$ cat config.mk
export PLATFORM = sky130hd
export DESIGN_NAME = amp_self_diag_status_readout
export DESIGN_NICKNAME = d
export VERILOG_FILES = /design/src/core/amp_diag_pkg.sv /design/src/core/amp_self_diag_status_readout.sv /design/src/core/short_fault_hold.sv /design/src/core/turn_on_diag.sv
export SDC_FILE = /design/constraint.sdc
export NUM_CORES = 1
export LEC_CHECK = 0
export BUFFER_PORTS_ARGS = -buffer_cell sky130_fd_sc_hd__buf_4
export CAP_MARGIN = 20
export CORE_ASPECT_RATIO = 0.75
export CORE_MARGIN = 1
export CORE_UTILIZATION = 34
export CTS_BUF_LIST = sky130_fd_sc_hd__clkbuf_16
export CTS_CLUSTER_DIAMETER = 100
export DETAILED_ROUTE_END_ITERATION = 16
export RECOVER_POWER = 100
export REMOVE_ABC_BUFFERS = 1
export SYNTH_ARGS = -nofsm -noshare
export SYNTH_HDL_FRONTEND = slang
export SYNTH_SLANG_ARGS = --single-unit
$ cat constraint.sdc
create_clock -name ref_clk_in -period 2.9 [get_ports ref_clk_in]
set_input_delay 0.29 -clock ref_clk_in [delete_from_list [all_inputs] [get_ports ref_clk_in]]
set_output_delay 0.29 -clock ref_clk_in [all_outputs]
set_load 0.005 [all_outputs]
$ cat src/core/amp_diag_pkg.sv
// constants, field positions and states shared by the diagnosis readout
// assumes a 50 MHz reference clock
package amp_diag_pkg;
    localparam logic [7:0] ADDR_BYTE = 8'hD8;
    localparam logic [6:0] SUB_CTRL1 = 7'h01;
    localparam logic [6:0] SUB_CTRL2 = 7'h02;
    localparam int SUB_AUTOINC = 7;
    localparam logic [7:0] CTRL_RESET = 8'h00;
    // first instruction byte
    localparam int IB1_ONE_SHOT = 7;
    localparam int IB1_DIAG_EN = 6;
    localparam int IB1_OFFS_EN = 5;
    // second instruction byte
    localparam int IB2_CUR_SEL = 7;
    localparam int IB2_PIN_OFFS = 5;
    localparam int IB2_PLAY = 4;
    localparam int IB2_CUR_EN = 2;
    // status byte fields
    localparam int ST_SGND = 0;
    localparam int ST_SVCC = 1;
    localparam int ST_OPEN = 2;
    localparam int ST_SLOAD = 3;
    localparam int ST_PERM = 4;
    localparam int ST_CUR = 5;
    localparam int ST_B6 = 6;
    localparam int ST_B7 = 7;
    localparam int CHANNELS = 4;
    localparam logic [1:0] RD_FIRST = 2'h0;
    localparam logic [2:0] BIT_LAST = 3'h7;
    localparam logic [2:0] BIT_FIRST = 3'h0;
    // turn-on acquisition window
    localparam int CLK_PERIOD_NS = 20;
    localparam int ACQ_TIME_MS = 100;
    localparam int ACQ_CYCLES = ACQ_TIME_MS * 1000000 / CLK_PERIOD_NS;
    typedef enum logic [3:0] {
        BUS_IDLE, BUS_START, BUS_ADDR, BUS_AACK, BUS_SUB, BUS_SACK,
        BUS_DATA, BUS_DACK, BUS_RDATA, BUS_RACK
    } bus_state_t;
endpackage

$ cat src/core/amp_self_diag_status_readout.sv
// two-wire slave holding the instruction bytes and serving four status bytes
// assumes bus pins and detector levels are synchronous to ref_clk_in
//
// Function
// [RQ1] byte 3 bits 0-3: channel 3 short gnd, short supply, open/offset, short load
// [RQ2] bit 4 of a channel byte: 1 permanent diagnosis, 0 turn-on diagnosis
// [RQ3] bit 5: tweeter current low flag, only while current detection enabled
// [RQ4] byte 3 bit 6 mirrors the diagnostic-cycle enable setting
// [RQ5] byte 3 bit 7 mirrors the standby setting, 1 when playing
// [RQ6] byte 4 bits 0-3: channel 4 faults; bits 6-7 carry nothing
// [RQ7] short protection acts per channel independently
// [RQ8] host sets diag enable in the same write that turns amplifier on
// [RQ9] host reads turn-on results only after the acquisition period
// [RQ10] with diag enabled, reads may repeat the turn-on diagnosis
// [RQ11] mode bit: 1 one-shot turn-on diagnosis, 0 repeat mode
// [RQ12] one-shot: first read invalid, host reads once more than needed
// [RQ13] permanent diagnosis runs after turn-on regardless of diag enable
// [RQ14] a read alone returns results, no write needed first
// [RQ15] short faults held so the first read after clearing still shows them
// [RQ16] host confirms a short only after three reporting reads
// [RQ17] offset flag is live, never latched
// [RQ18] host spaces offset reads by a signal period, needs two faulty results
// [RQ19] a write can switch the clip pin to carry the offset detector
// [RQ20] host reads tweeter check at least one signal cycle after unmute
// [RQ21] first read byte bit 7 is the thermal warning
// [RQ22] host reads every result at least twice
// [RQ23] slave address byte D8 hex, lsb 0 write, 1 read
// [RQ24] second instruction byte bit 2 enables current detection
// [RQ25] bits 6 and 7 of the fourth byte read as zero
`timescale 1ns/10ps
`default_nettype none
module amp_self_diag_status_readout #(
    parameter int ACQ_CYCLES = amp_diag_pkg::ACQ_CYCLES
) (
    input wire logic ref_clk_in,
    input wire logic rst_n_in,
    input wire logic clk_en_in,
    input wire logic scl_in,
    input wire logic sda_in,
    output logic sda_out,
    output logic sda_oe_n_out,
    input wire logic [3:0] short_gnd_in,
    input wire logic [3:0] short_vcc_in,
    input wire logic [3:0] short_load_in,
    input wire logic [3:0] open_load_in,
    input wire logic [3:0] offset_det_in,
    input wire logic [3:0] cur_low_in,
    input wire logic thermal_warn_in,
    input wire logic clip_det_in,
    output logic [7:0] first_instruction_byte_out,
    output logic [7:0] second_instruction_byte_out,
    output logic [3:0] protect_out,
    output logic clip_pin_out,
    output logic turn_on_active_out
);
    localparam int CH = amp_diag_pkg::CHANNELS;

    generate
        if (ACQ_CYCLES < 1) begin : g_bad
            $error("amp_self_diag_status_readout: ACQ_CYCLES must be at least 1");
        end
    endgenerate

    function automatic logic [7:0] chan_byte(
        input logic sgnd,
        input logic svcc,
        input logic open_offs,
        input logic sload,
        input logic perm,
        input logic cur,
        input logic b6,
        input logic b7
    );
        logic [7:0] b;
        b = '0;
        b[amp_diag_pkg::ST_SGND] = sgnd;
        b[amp_diag_pkg::ST_SVCC] = svcc;
        b[amp_diag_pkg::ST_OPEN] = open_offs;
        b[amp_diag_pkg::ST_SLOAD] = sload;
        b[amp_diag_pkg::ST_PERM] = perm;
        b[amp_diag_pkg::ST_CUR] = cur;
        b[amp_diag_pkg::ST_B6] = b6;
        b[amp_diag_pkg::ST_B7] = b7;
        return b;
    endfunction

    ////////////////////////////////////////////////////////////////////////
    // bus condition detect
    logic scl_q;
    logic sda_q;
    logic scl_rise;
    logic scl_fall;
    logic start_det;
    logic stop_det;

    always_ff @(posedge ref_clk_in or negedge rst_n_in) begin
        if (!rst_n_in) begin
            scl_q <= 1'b1;
            sda_q <= 1'b1;
        end else if (clk_en_in) begin
            scl_q <= scl_in;
            sda_q <= sda_in;
        end
    end

    assign scl_rise = ~scl_q & scl_in;
    assign scl_fall = scl_q & ~scl_in;
    assign start_det = scl_q & scl_in & sda_q & ~sda_in;
    assign stop_det = scl_q & scl_in & ~sda_q & sda_in;

    ////////////////////////////////////////////////////////////////////////
    // status assembly
    logic [7:0] ctrl1;
    logic [7:0] ctrl2;
    logic [3*CH-1:0] held;
    logic diag_terminated;
    logic perm;
    logic offs_en;
    logic cur_en;
    logic [7:0] status [CH];
    logic [CH-1:0] open_offs;
    logic [CH-1:0] cur_flag;

    assign offs_en = ctrl1[amp_diag_pkg::IB1_OFFS_EN];
    assign cur_en = ctrl2[amp_diag_pkg::IB2_CUR_EN]; // see [RQ24]
    // permanent diagnosis covers all time in play outside the turn-on window
    assign perm = ctrl2[amp_diag_pkg::IB2_PLAY] & ~turn_on_active_out; // see [RQ13]

    always_comb begin
        for (int c = 0; c < CH; c++) begin
            // offset taken live from the detector, open load during turn-on
            open_offs[c] = perm ? (offset_det_in[c] & offs_en) : open_load_in[c]; // see [RQ17]
            cur_flag[c] = cur_low_in[c] & cur_en; // see [RQ3]
        end
    end

    always_comb begin
        status[0] = chan_byte(held[0], held[CH], open_offs[0], held[2*CH], perm,
            cur_flag[0], diag_terminated, thermal_warn_in); // see [RQ21] [RQ2]
        status[1] = chan_byte(held[1], held[CH+1], open_offs[1], held[2*CH+1], perm,
            cur_flag[1], cur_en, offs_en);
        status[2] = chan_byte(held[2], held[CH+2], open_offs[2], held[2*CH+2], perm,
            cur_flag[2], ctrl1[amp_diag_pkg::IB1_DIAG_EN],
            ctrl2[amp_diag_pkg::IB2_PLAY]); // see [RQ1] [RQ4] [RQ5]
        status[3] = chan_byte(held[3], held[CH+3], open_offs[3], held[2*CH+3], perm,
            cur_flag[3], 1'b0, 1'b0); // see [RQ6] [RQ25]
    end

    ////////////////////////////////////////////////////////////////////////
    // bus state machine
    amp_diag_pkg::bus_state_t state;
    logic [2:0] bit_cnt;
    logic [7:0] rx;
    logic [7:0] tx;
    logic [1:0] rd_idx;
    logic is_read;
    logic mst_ack;
    logic byte_end;
    logic addr_match;
    logic read_start;
    logic read_done;
    logic sub_load;
    logic wr_now;

    assign byte_end = scl_fall & (bit_cnt == amp_diag_pkg::BIT_LAST);
    assign addr_match = (rx[7:1] == amp_diag_pkg::ADDR_BYTE[7:1]); // see [RQ23]
    // a read address alone serves the status bytes
    assign read_start = clk_en_in & byte_end & (state == amp_diag_pkg::BUS_ADDR)
        & addr_match & rx[0]; // see [RQ14]
    assign read_done = clk_en_in & scl_fall & (state == amp_diag_pkg::BUS_RACK)
        & ~mst_ack;
    assign sub_load = clk_en_in & byte_end & (state == amp_diag_pkg::BUS_SUB);
    assign wr_now = clk_en_in & byte_end & (state == amp_diag_pkg::BUS_DATA);

    always_ff @(posedge ref_clk_in or negedge rst_n_in) begin
        if (!rst_n_in) begin
            state <= amp_diag_pkg::BUS_IDLE;
            bit_cnt <= amp_diag_pkg::BIT_FIRST;
            rx <= '0;
            tx <= '0;
            rd_idx <= amp_diag_pkg::RD_FIRST;
            is_read <= 1'b0;
            mst_ack <= 1'b0;
            sda_out <= 1'b1;
            sda_oe_n_out <= 1'b1;
        end else if (clk_en_in) begin
            if (start_det) begin
                state <= amp_diag_pkg::BUS_START;
                bit_cnt <= amp_diag_pkg::BIT_FIRST;
                sda_out <= 1'b1;
                sda_oe_n_out <= 1'b1;
            end else if (stop_det) begin
                state <= amp_diag_pkg::BUS_IDLE;
                sda_out <= 1'b1;
                sda_oe_n_out <= 1'b1;
            end else if (scl_rise) begin
                case (state)
                    amp_diag_pkg::BUS_ADDR,
                    amp_diag_pkg::BUS_SUB,
                    amp_diag_pkg::BUS_DATA: begin
                        rx <= {rx[6:0], sda_in};
                    end
                    amp_diag_pkg::BUS_RACK: begin
                        mst_ack <= ~sda_in;
                    end
                    default: begin
                    end
                endcase
            end else if (scl_fall) begin
                case (state)
                    amp_diag_pkg::BUS_ADDR,
                    amp_diag_pkg::BUS_SUB,
                    amp_diag_pkg::BUS_DATA: begin
                        bit_cnt <= bit_cnt + 1'b1;
                        if (bit_cnt == amp_diag_pkg::BIT_LAST) begin
                            // foreign addresses are left alone until the next start
                            if (state == amp_diag_pkg::BUS_ADDR && !addr_match) begin
                                state <= amp_diag_pkg::BUS_IDLE;
                            end else begin
                                sda_out <= 1'b0;
                                sda_oe_n_out <= 1'b0;
                                case (state)
                                    amp_diag_pkg::BUS_ADDR: state <= amp_diag_pkg::BUS_AACK;
                                    amp_diag_pkg::BUS_SUB: state <= amp_diag_pkg::BUS_SACK;
                                    default: state <= amp_diag_pkg::BUS_DACK;
                                endcase
                            end
                            if (state == amp_diag_pkg::BUS_ADDR) begin
                                is_read <= rx[0];
                            end
                        end
                    end
                    amp_diag_pkg::BUS_START: state <= amp_diag_pkg::BUS_ADDR;
                    amp_diag_pkg::BUS_AACK: begin
                        bit_cnt <= amp_diag_pkg::BIT_FIRST;
                        if (is_read) begin
                            // every read begins with the first status byte
                            state <= amp_diag_pkg::BUS_RDATA;
                            rd_idx <= amp_diag_pkg::RD_FIRST;
                            tx <= {status[0][6:0], 1'b1};
                            sda_out <= status[0][7];
                            sda_oe_n_out <= status[0][7];
                        end else begin
                            state <= amp_diag_pkg::BUS_SUB;
                            sda_out <= 1'b1;
                            sda_oe_n_out <= 1'b1;
                        end
                    end
                    amp_diag_pkg::BUS_SACK,
                    amp_diag_pkg::BUS_DACK: begin
                        state <= amp_diag_pkg::BUS_DATA;
                        bit_cnt <= amp_diag_pkg::BIT_FIRST;
                        sda_out <= 1'b1;
                        sda_oe_n_out <= 1'b1;
                    end
                    amp_diag_pkg::BUS_RDATA: begin
                        bit_cnt <= bit_cnt + 1'b1;
                        if (bit_cnt == amp_diag_pkg::BIT_LAST) begin
                            state <= amp_diag_pkg::BUS_RACK;
                            sda_out <= 1'b1;
                            sda_oe_n_out <= 1'b1;
                        end else begin
                            tx <= {tx[6:0], 1'b1};
                            sda_out <= tx[7];
                            sda_oe_n_out <= tx[7];
                        end
                    end
                    amp_diag_pkg::BUS_RACK: begin
                        bit_cnt <= amp_diag_pkg::BIT_FIRST;
                        if (mst_ack) begin
                            // bytes wrap back to the first after the fourth
                            state <= amp_diag_pkg::BUS_RDATA;
                            rd_idx <= rd_idx + 1'b1;
                            tx <= {status[rd_idx + 1'b1][6:0], 1'b1};
                            sda_out <= status[rd_idx + 1'b1][7];
                            sda_oe_n_out <= status[rd_idx + 1'b1][7];
                        end else begin
                            state <= amp_diag_pkg::BUS_IDLE;
                        end
                    end
                    default: begin
                        state <= amp_diag_pkg::BUS_IDLE;
                    end
                endcase
            end
        end
    end

    ////////////////////////////////////////////////////////////////////////
    // instruction bytes; sub address bit 7 turns on auto increment
    logic [6:0] sub_ptr;
    logic autoinc;

    always_ff @(posedge ref_clk_in or negedge rst_n_in) begin
        if (!rst_n_in) begin
            sub_ptr <= '0;
            autoinc <= 1'b0;
            ctrl1 <= amp_diag_pkg::CTRL_RESET;
            ctrl2 <= amp_diag_pkg::CTRL_RESET;
        end else if (sub_load) begin
            sub_ptr <= rx[6:0];
            autoinc <= rx[amp_diag_pkg::SUB_AUTOINC];
        end else if (wr_now) begin
            // unmapped sub addresses are acknowledged but not stored
            if (sub_ptr == amp_diag_pkg::SUB_CTRL1) begin
                ctrl1 <= rx;
            end
            if (sub_ptr == amp_diag_pkg::SUB_CTRL2) begin
                ctrl2 <= rx;
            end
            if (autoinc) begin
                sub_ptr <= sub_ptr + 1'b1;
            end
        end
    end

    assign first_instruction_byte_out = ctrl1;
    assign second_instruction_byte_out = ctrl2;

    ////////////////////////////////////////////////////////////////////////
    // fault holding, per-channel protection and the clip pin
    short_fault_hold #(
        .WIDTH(3 * CH)
    ) u_hold (
        .ref_clk_in(ref_clk_in),
        .rst_n_in(rst_n_in),
        .clk_en_in(clk_en_in),
        .fault_in({short_load_in, short_vcc_in, short_gnd_in}),
        .clr_in(read_done),
        .held_out(held)
    );

    turn_on_diag #(
        .ACQ_CYCLES(ACQ_CYCLES)
    ) u_turn_on (
        .ref_clk_in(ref_clk_in),
        .rst_n_in(rst_n_in),
        .clk_en_in(clk_en_in),
        .play_in(ctrl2[amp_diag_pkg::IB2_PLAY]),
        .diag_en_in(ctrl1[amp_diag_pkg::IB1_DIAG_EN]),
        .one_shot_in(ctrl1[amp_diag_pkg::IB1_ONE_SHOT]),
        .read_start_in(read_start),
        .active_out(turn_on_active_out),
        .terminated_out(diag_terminated)
    );

    always_ff @(posedge ref_clk_in or negedge rst_n_in) begin
        if (!rst_n_in) begin
            protect_out <= '0;
            clip_pin_out <= 1'b0;
        end else if (clk_en_in) begin
            // each channel guards only itself; the others keep playing
            protect_out <= short_gnd_in | short_vcc_in | short_load_in; // see [RQ7]
            clip_pin_out <= ctrl2[amp_diag_pkg::IB2_PIN_OFFS]
                ? (|offset_det_in) : clip_det_in; // see [RQ19]
        end
    end
endmodule // amp_self_diag_status_readout
`default_nettype wire

$ cat src/core/short_fault_hold.sv
// holds short-fault flags until a read finds the fault gone
// assumes clr_in is a one-cycle pulse at the end of a status read
`timescale 1ns/10ps
`default_nettype none
module short_fault_hold #(
    parameter int WIDTH = 12
) (
    input wire logic ref_clk_in,
    input wire logic rst_n_in,
    input wire logic clk_en_in,
    input wire logic [WIDTH-1:0] fault_in,
    input wire logic clr_in,
    output logic [WIDTH-1:0] held_out
);
    generate
        if (WIDTH < 1) begin : g_bad
            $error("short_fault_hold: WIDTH must be at least 1");
        end
    endgenerate

    // a fault present in the clearing cycle sets again, so set wins
    always_ff @(posedge ref_clk_in or negedge rst_n_in) begin
        if (!rst_n_in) begin
            held_out <= '0;
        end else if (clk_en_in) begin
            held_out <= fault_in | (clr_in ? '0 : held_out); // see [RQ15]
        end
    end
endmodule // short_fault_hold
`default_nettype wire

$ cat src/core/turn_on_diag.sv
// turn-on diagnosis sequencer: acquisition window after play, repeat on read
// assumes read_start_in is a one-cycle pulse per read address phase
`timescale 1ns/10ps
`default_nettype none
module turn_on_diag #(
    parameter int ACQ_CYCLES = amp_diag_pkg::ACQ_CYCLES
) (
    input wire logic ref_clk_in,
    input wire logic rst_n_in,
    input wire logic clk_en_in,
    input wire logic play_in,
    input wire logic diag_en_in,
    input wire logic one_shot_in,
    input wire logic read_start_in,
    output logic active_out,
    output logic terminated_out
);
    localparam int CW = $clog2(ACQ_CYCLES + 1);
    localparam logic [CW-1:0] LAST = CW'(ACQ_CYCLES - 1);
    logic play_q;
    logic [CW-1:0] cnt;
    logic start;

    generate
        if (ACQ_CYCLES < 1) begin : g_bad
            $error("turn_on_diag: ACQ_CYCLES must be at least 1");
        end
    endgenerate

    // diagnosis starts with the write that turns the amplifier on;
    // in repeat mode each read restarts it once the window is over
    assign start = diag_en_in & play_in
        & ((~play_q) | (~one_shot_in & read_start_in & ~active_out)); // see [RQ8] [RQ10] [RQ11]

    always_ff @(posedge ref_clk_in or negedge rst_n_in) begin
        if (!rst_n_in) begin
            play_q <= 1'b0;
        end else if (clk_en_in) begin
            play_q <= play_in;
        end
    end

    always_ff @(posedge ref_clk_in or negedge rst_n_in) begin
        if (!rst_n_in) begin
            active_out <= 1'b0;
            terminated_out <= 1'b0;
            cnt <= '0;
        end else if (clk_en_in) begin
            if (!play_in) begin
                active_out <= 1'b0;
                terminated_out <= 1'b0;
                cnt <= '0;
            end else if (start) begin
                active_out <= 1'b1;
                terminated_out <= 1'b0;
                cnt <= '0;
            end else if (active_out) begin
                if (cnt == LAST) begin
                    active_out <= 1'b0;
                    terminated_out <= 1'b1;
                end else begin
                    cnt <= cnt + 1'b1;
                end
            end
        end
    end
endmodule // turn_on_diag
`default_nettype wire

==> results.md <==
- Status: finished clean
- Yosys synthesis warning count: 0
- Worst rel slew slack: 0.144
- Hold Vio Cnt, Final: 0
- Cell Area, Synth: 0.00518 mm^2
- Yosys reg bits: 97
- Tot Pwr: 2.85 mW
- CTS resizes: 0
- Worst setup SP type: flop
- # clock sinks: 97
- First-pass GRT wire length: 21.7 mm
- Clock root cell: clkbuf_16
- Vias/cell: 5.60
- Worst hold path startpoint: short_vcc_in[2]
- Vias in the first global route: 4121
- Placed Instance Area: 0.00575 mm^2
- Worst hold margin: 0.174 ns
- H-tree levels: 3
- Clock latency on the worst-skew pair: 0.35 ns
- Final setup TNS: 0 ns
- Max Clk Rate: 392 MHz
- Worst-Margin Slew: 1.27 ns
- Crit path max-delay family: simple AND/OR/NAND/NOR gates
- GR Overflow Total: 0
- Unrepaired setup endpoints after global routing: false
- HPWL Detailed: 8.87 mm
- Crit path max fanout: 15
- Row cnt: 38
- Mean Syn Cell Area: 10.1 um^2
- Most common flop cell mapped by yosys: dfrtp_1
- Placed Cells: 741
- Peak supply drop: 309 uV
- Vias: 4240
- Initial Util: 0.353
- Max-cap violations: 0
- Post-synth EDFFs: 0
- Worst EP required: 3.14 ns
- Setup crit end kind: flop
- Synthesis-to-layout area growth: 15.8%
- Power Density: 474 mW/mm^2
- Clk slew on worst S/H paths: 0.07 ns
- Total GRT Usage: 0.178
- Diode count: 0
- Layout Nets: 590
- Fin util: 0.408
- Num ports: 55
- CP arrival: 2.80 ns
- Antenna Nets Post-Route: 0
- Synthesized instance count: 511
- Post-synth cell types: 75
- CTS tree: done
- Setup crit start: scl_q
- Worst slack, placed: 0.421 ns
- Die X: 145 um
- Post-route insts no fill: 757
- Minimum clock period: 2.55 ns
- Detailed Route WL: 12.9 mm
- Final instance area: 0.00600 mm^2
- Worst setup margin: 0.349 ns
- Largest area contributor in the netlist: dfrtp_1
- Yosys top cell area share: 0.454
- DRC: 0
- Crit-path cells: and3b_1, o221ai_2, nor2_1, o211ai_1, o21a_1
- Static Leak: 2.53 nW
- Clock Skew: 0.00340 ns
- CP peak stage delay: 0.72 ns
- Fin. max-slew vios: 0
- Reg2Reg Setup Slack: 0.35 ns
- Layout cell share with drive strength beyond 1: 0.197
- Initial antenna violation count: 0
- Core area: 0.0147 mm^2
- Most common cell in the netlist: dfrtp_1
- DRT Pass-1 Iters: 4
- Die Ht: 109 um
- CP Buf/Inv Count: 0
- Post-synthesis async set-or-reset flop share: 1.00
- RR Startpoint: scl_q
- Largest net degree at the start of global routing: 56
- Fin crit share: 0.880
- Slowest library cell on the worst path: nor2_1
- Wire per inst: 17.0 um
- # setup viols final: 0
- Synth top cells by count: dfrtp_1 (94), nand2_1 (49), nand3_1 (31)
- Hold Crit Class: in2reg
- Routability congestion estimate: 0.821
- WS Path Type: reg2reg
- Largest cells by area after synthesis: dfrtp_1 (45%), mux2_2 (5.9%), nand2_1 (3.5%)
- Sequential share of the synthesized area: 0.469
- IO Port Bufs: 54
- 1st-iter DRT viols: 300
- TritonCTS Buffers: 9
- CTS max path bufs: 2
- Total die area: 0.0157 mm^2
power breakdown:
group / leakage, nW / internal, mW / switching, mW
logic: 1.15 / 0.106 / 0.146
registers: 1.25 / 1.39 / 0.0377
clock network: 0.139 / 0.652 / 0.512
layout make-up:
type                    count  area, um^2
clock buffers               9         225
flip-flops and latches     97        2430
inverters                  14        52.6
clock inverters             6        52.6
well taps                 200         250
multi-input cells         369        2540
repair buffers             62         452
fillers                  1417        8690
worst reg2reg max path, cell delays in order, from the launching register on:
cell and delay, ns:
dfstp_1 0.70, and3b_1 0.46, o221ai_2 0.21, nor2_1 0.72, o211ai_1 0.20, o21a_1 0.16
routing by layer:
| metal | global-route usage | part of all wire | vias up |
|---|---|---|---|
| met5 | 0 | 0 | - |
| met4 | 0.0451 | 0.0086 | 0 |
| met3 | 0.0395 | 0.050 | 6 |
| met2 | 0.250 | 0.42 | 136 |
| met1 | 0.272 | 0.52 | 2076 |
| li1 | - | - | 2022 |
worst paths after layout:
path	depth (start not counted)	end
hold reg to reg	1	tx[0]
max in group asynchronous	3	sub_ptr[3]
hold / removal	2	u_hold.held_out[6]
min in group asynchronous	2	u_hold.held_out[5]
setup reg to reg	5	tx[4]
setup / recovery	5	tx[4]
cells by family (layout without fill, tap and decap cells):
family	count (synthesis)	after routing	share of synthesized area
and+or+nand+nor	188	188	0.199
AOI/OAI and AO/OA	131	131	0.187
DFF	97	97	0.469
buffers and inverters	45	91	0.0391
muxes	40	40	0.0843
adders and majority gates	6	6	0.0145
xor gates and xnor gates	4	4	0.00676
flip-flops by register name, summed over array words and instances, names as in the netlist, 2 cells and up:
| register | flops |
|---|---|
| sub_ptr | 7 |
| second_instruction_byte_out | 8 |
| state | 4 |
| u_turn_on.cnt | 23 |
| u_hold.held_out | 12 |
| rd_idx | 2 |
| bit_cnt | 3 |
| tx | 8 |
| protect_out | 4 |
| rx | 8 |
| first_instruction_byte_out | 8 |
cells in the final DEF, fill, tap and decap left out, types with 4 or more instances in the layout:
cell,synthesis,final
mux2_2,27,27
a22oi_1,4,4
mux2i_1,11,11
inv_1,14,16
o41ai_1,4,4
dfrtp_1,94,94
nor3_1,8,9
clkbuf_16,0,9
nor4_1,6,6
nand2b_1,7,7
o21ai_0,15,17
nand3_1,31,31
nand2_1,49,49
a21oi_1,20,20
o211ai_1,6,6
ha_1,6,6
a22o_1,15,15
nor2_1,30,30
buf_4,6,35
and3_1,5,5
o311ai_0,3,5
a31oi_1,7,7
nand4_1,13,13
o31ai_1,16,16
clkbuf_4,0,21
what timing repair did:
action,CTS,global route
setup buffers,0,0
hold buffers,1,0
hold endpoints to repair,39,0
Note: power is estimated with default switching activity, not from simulation.
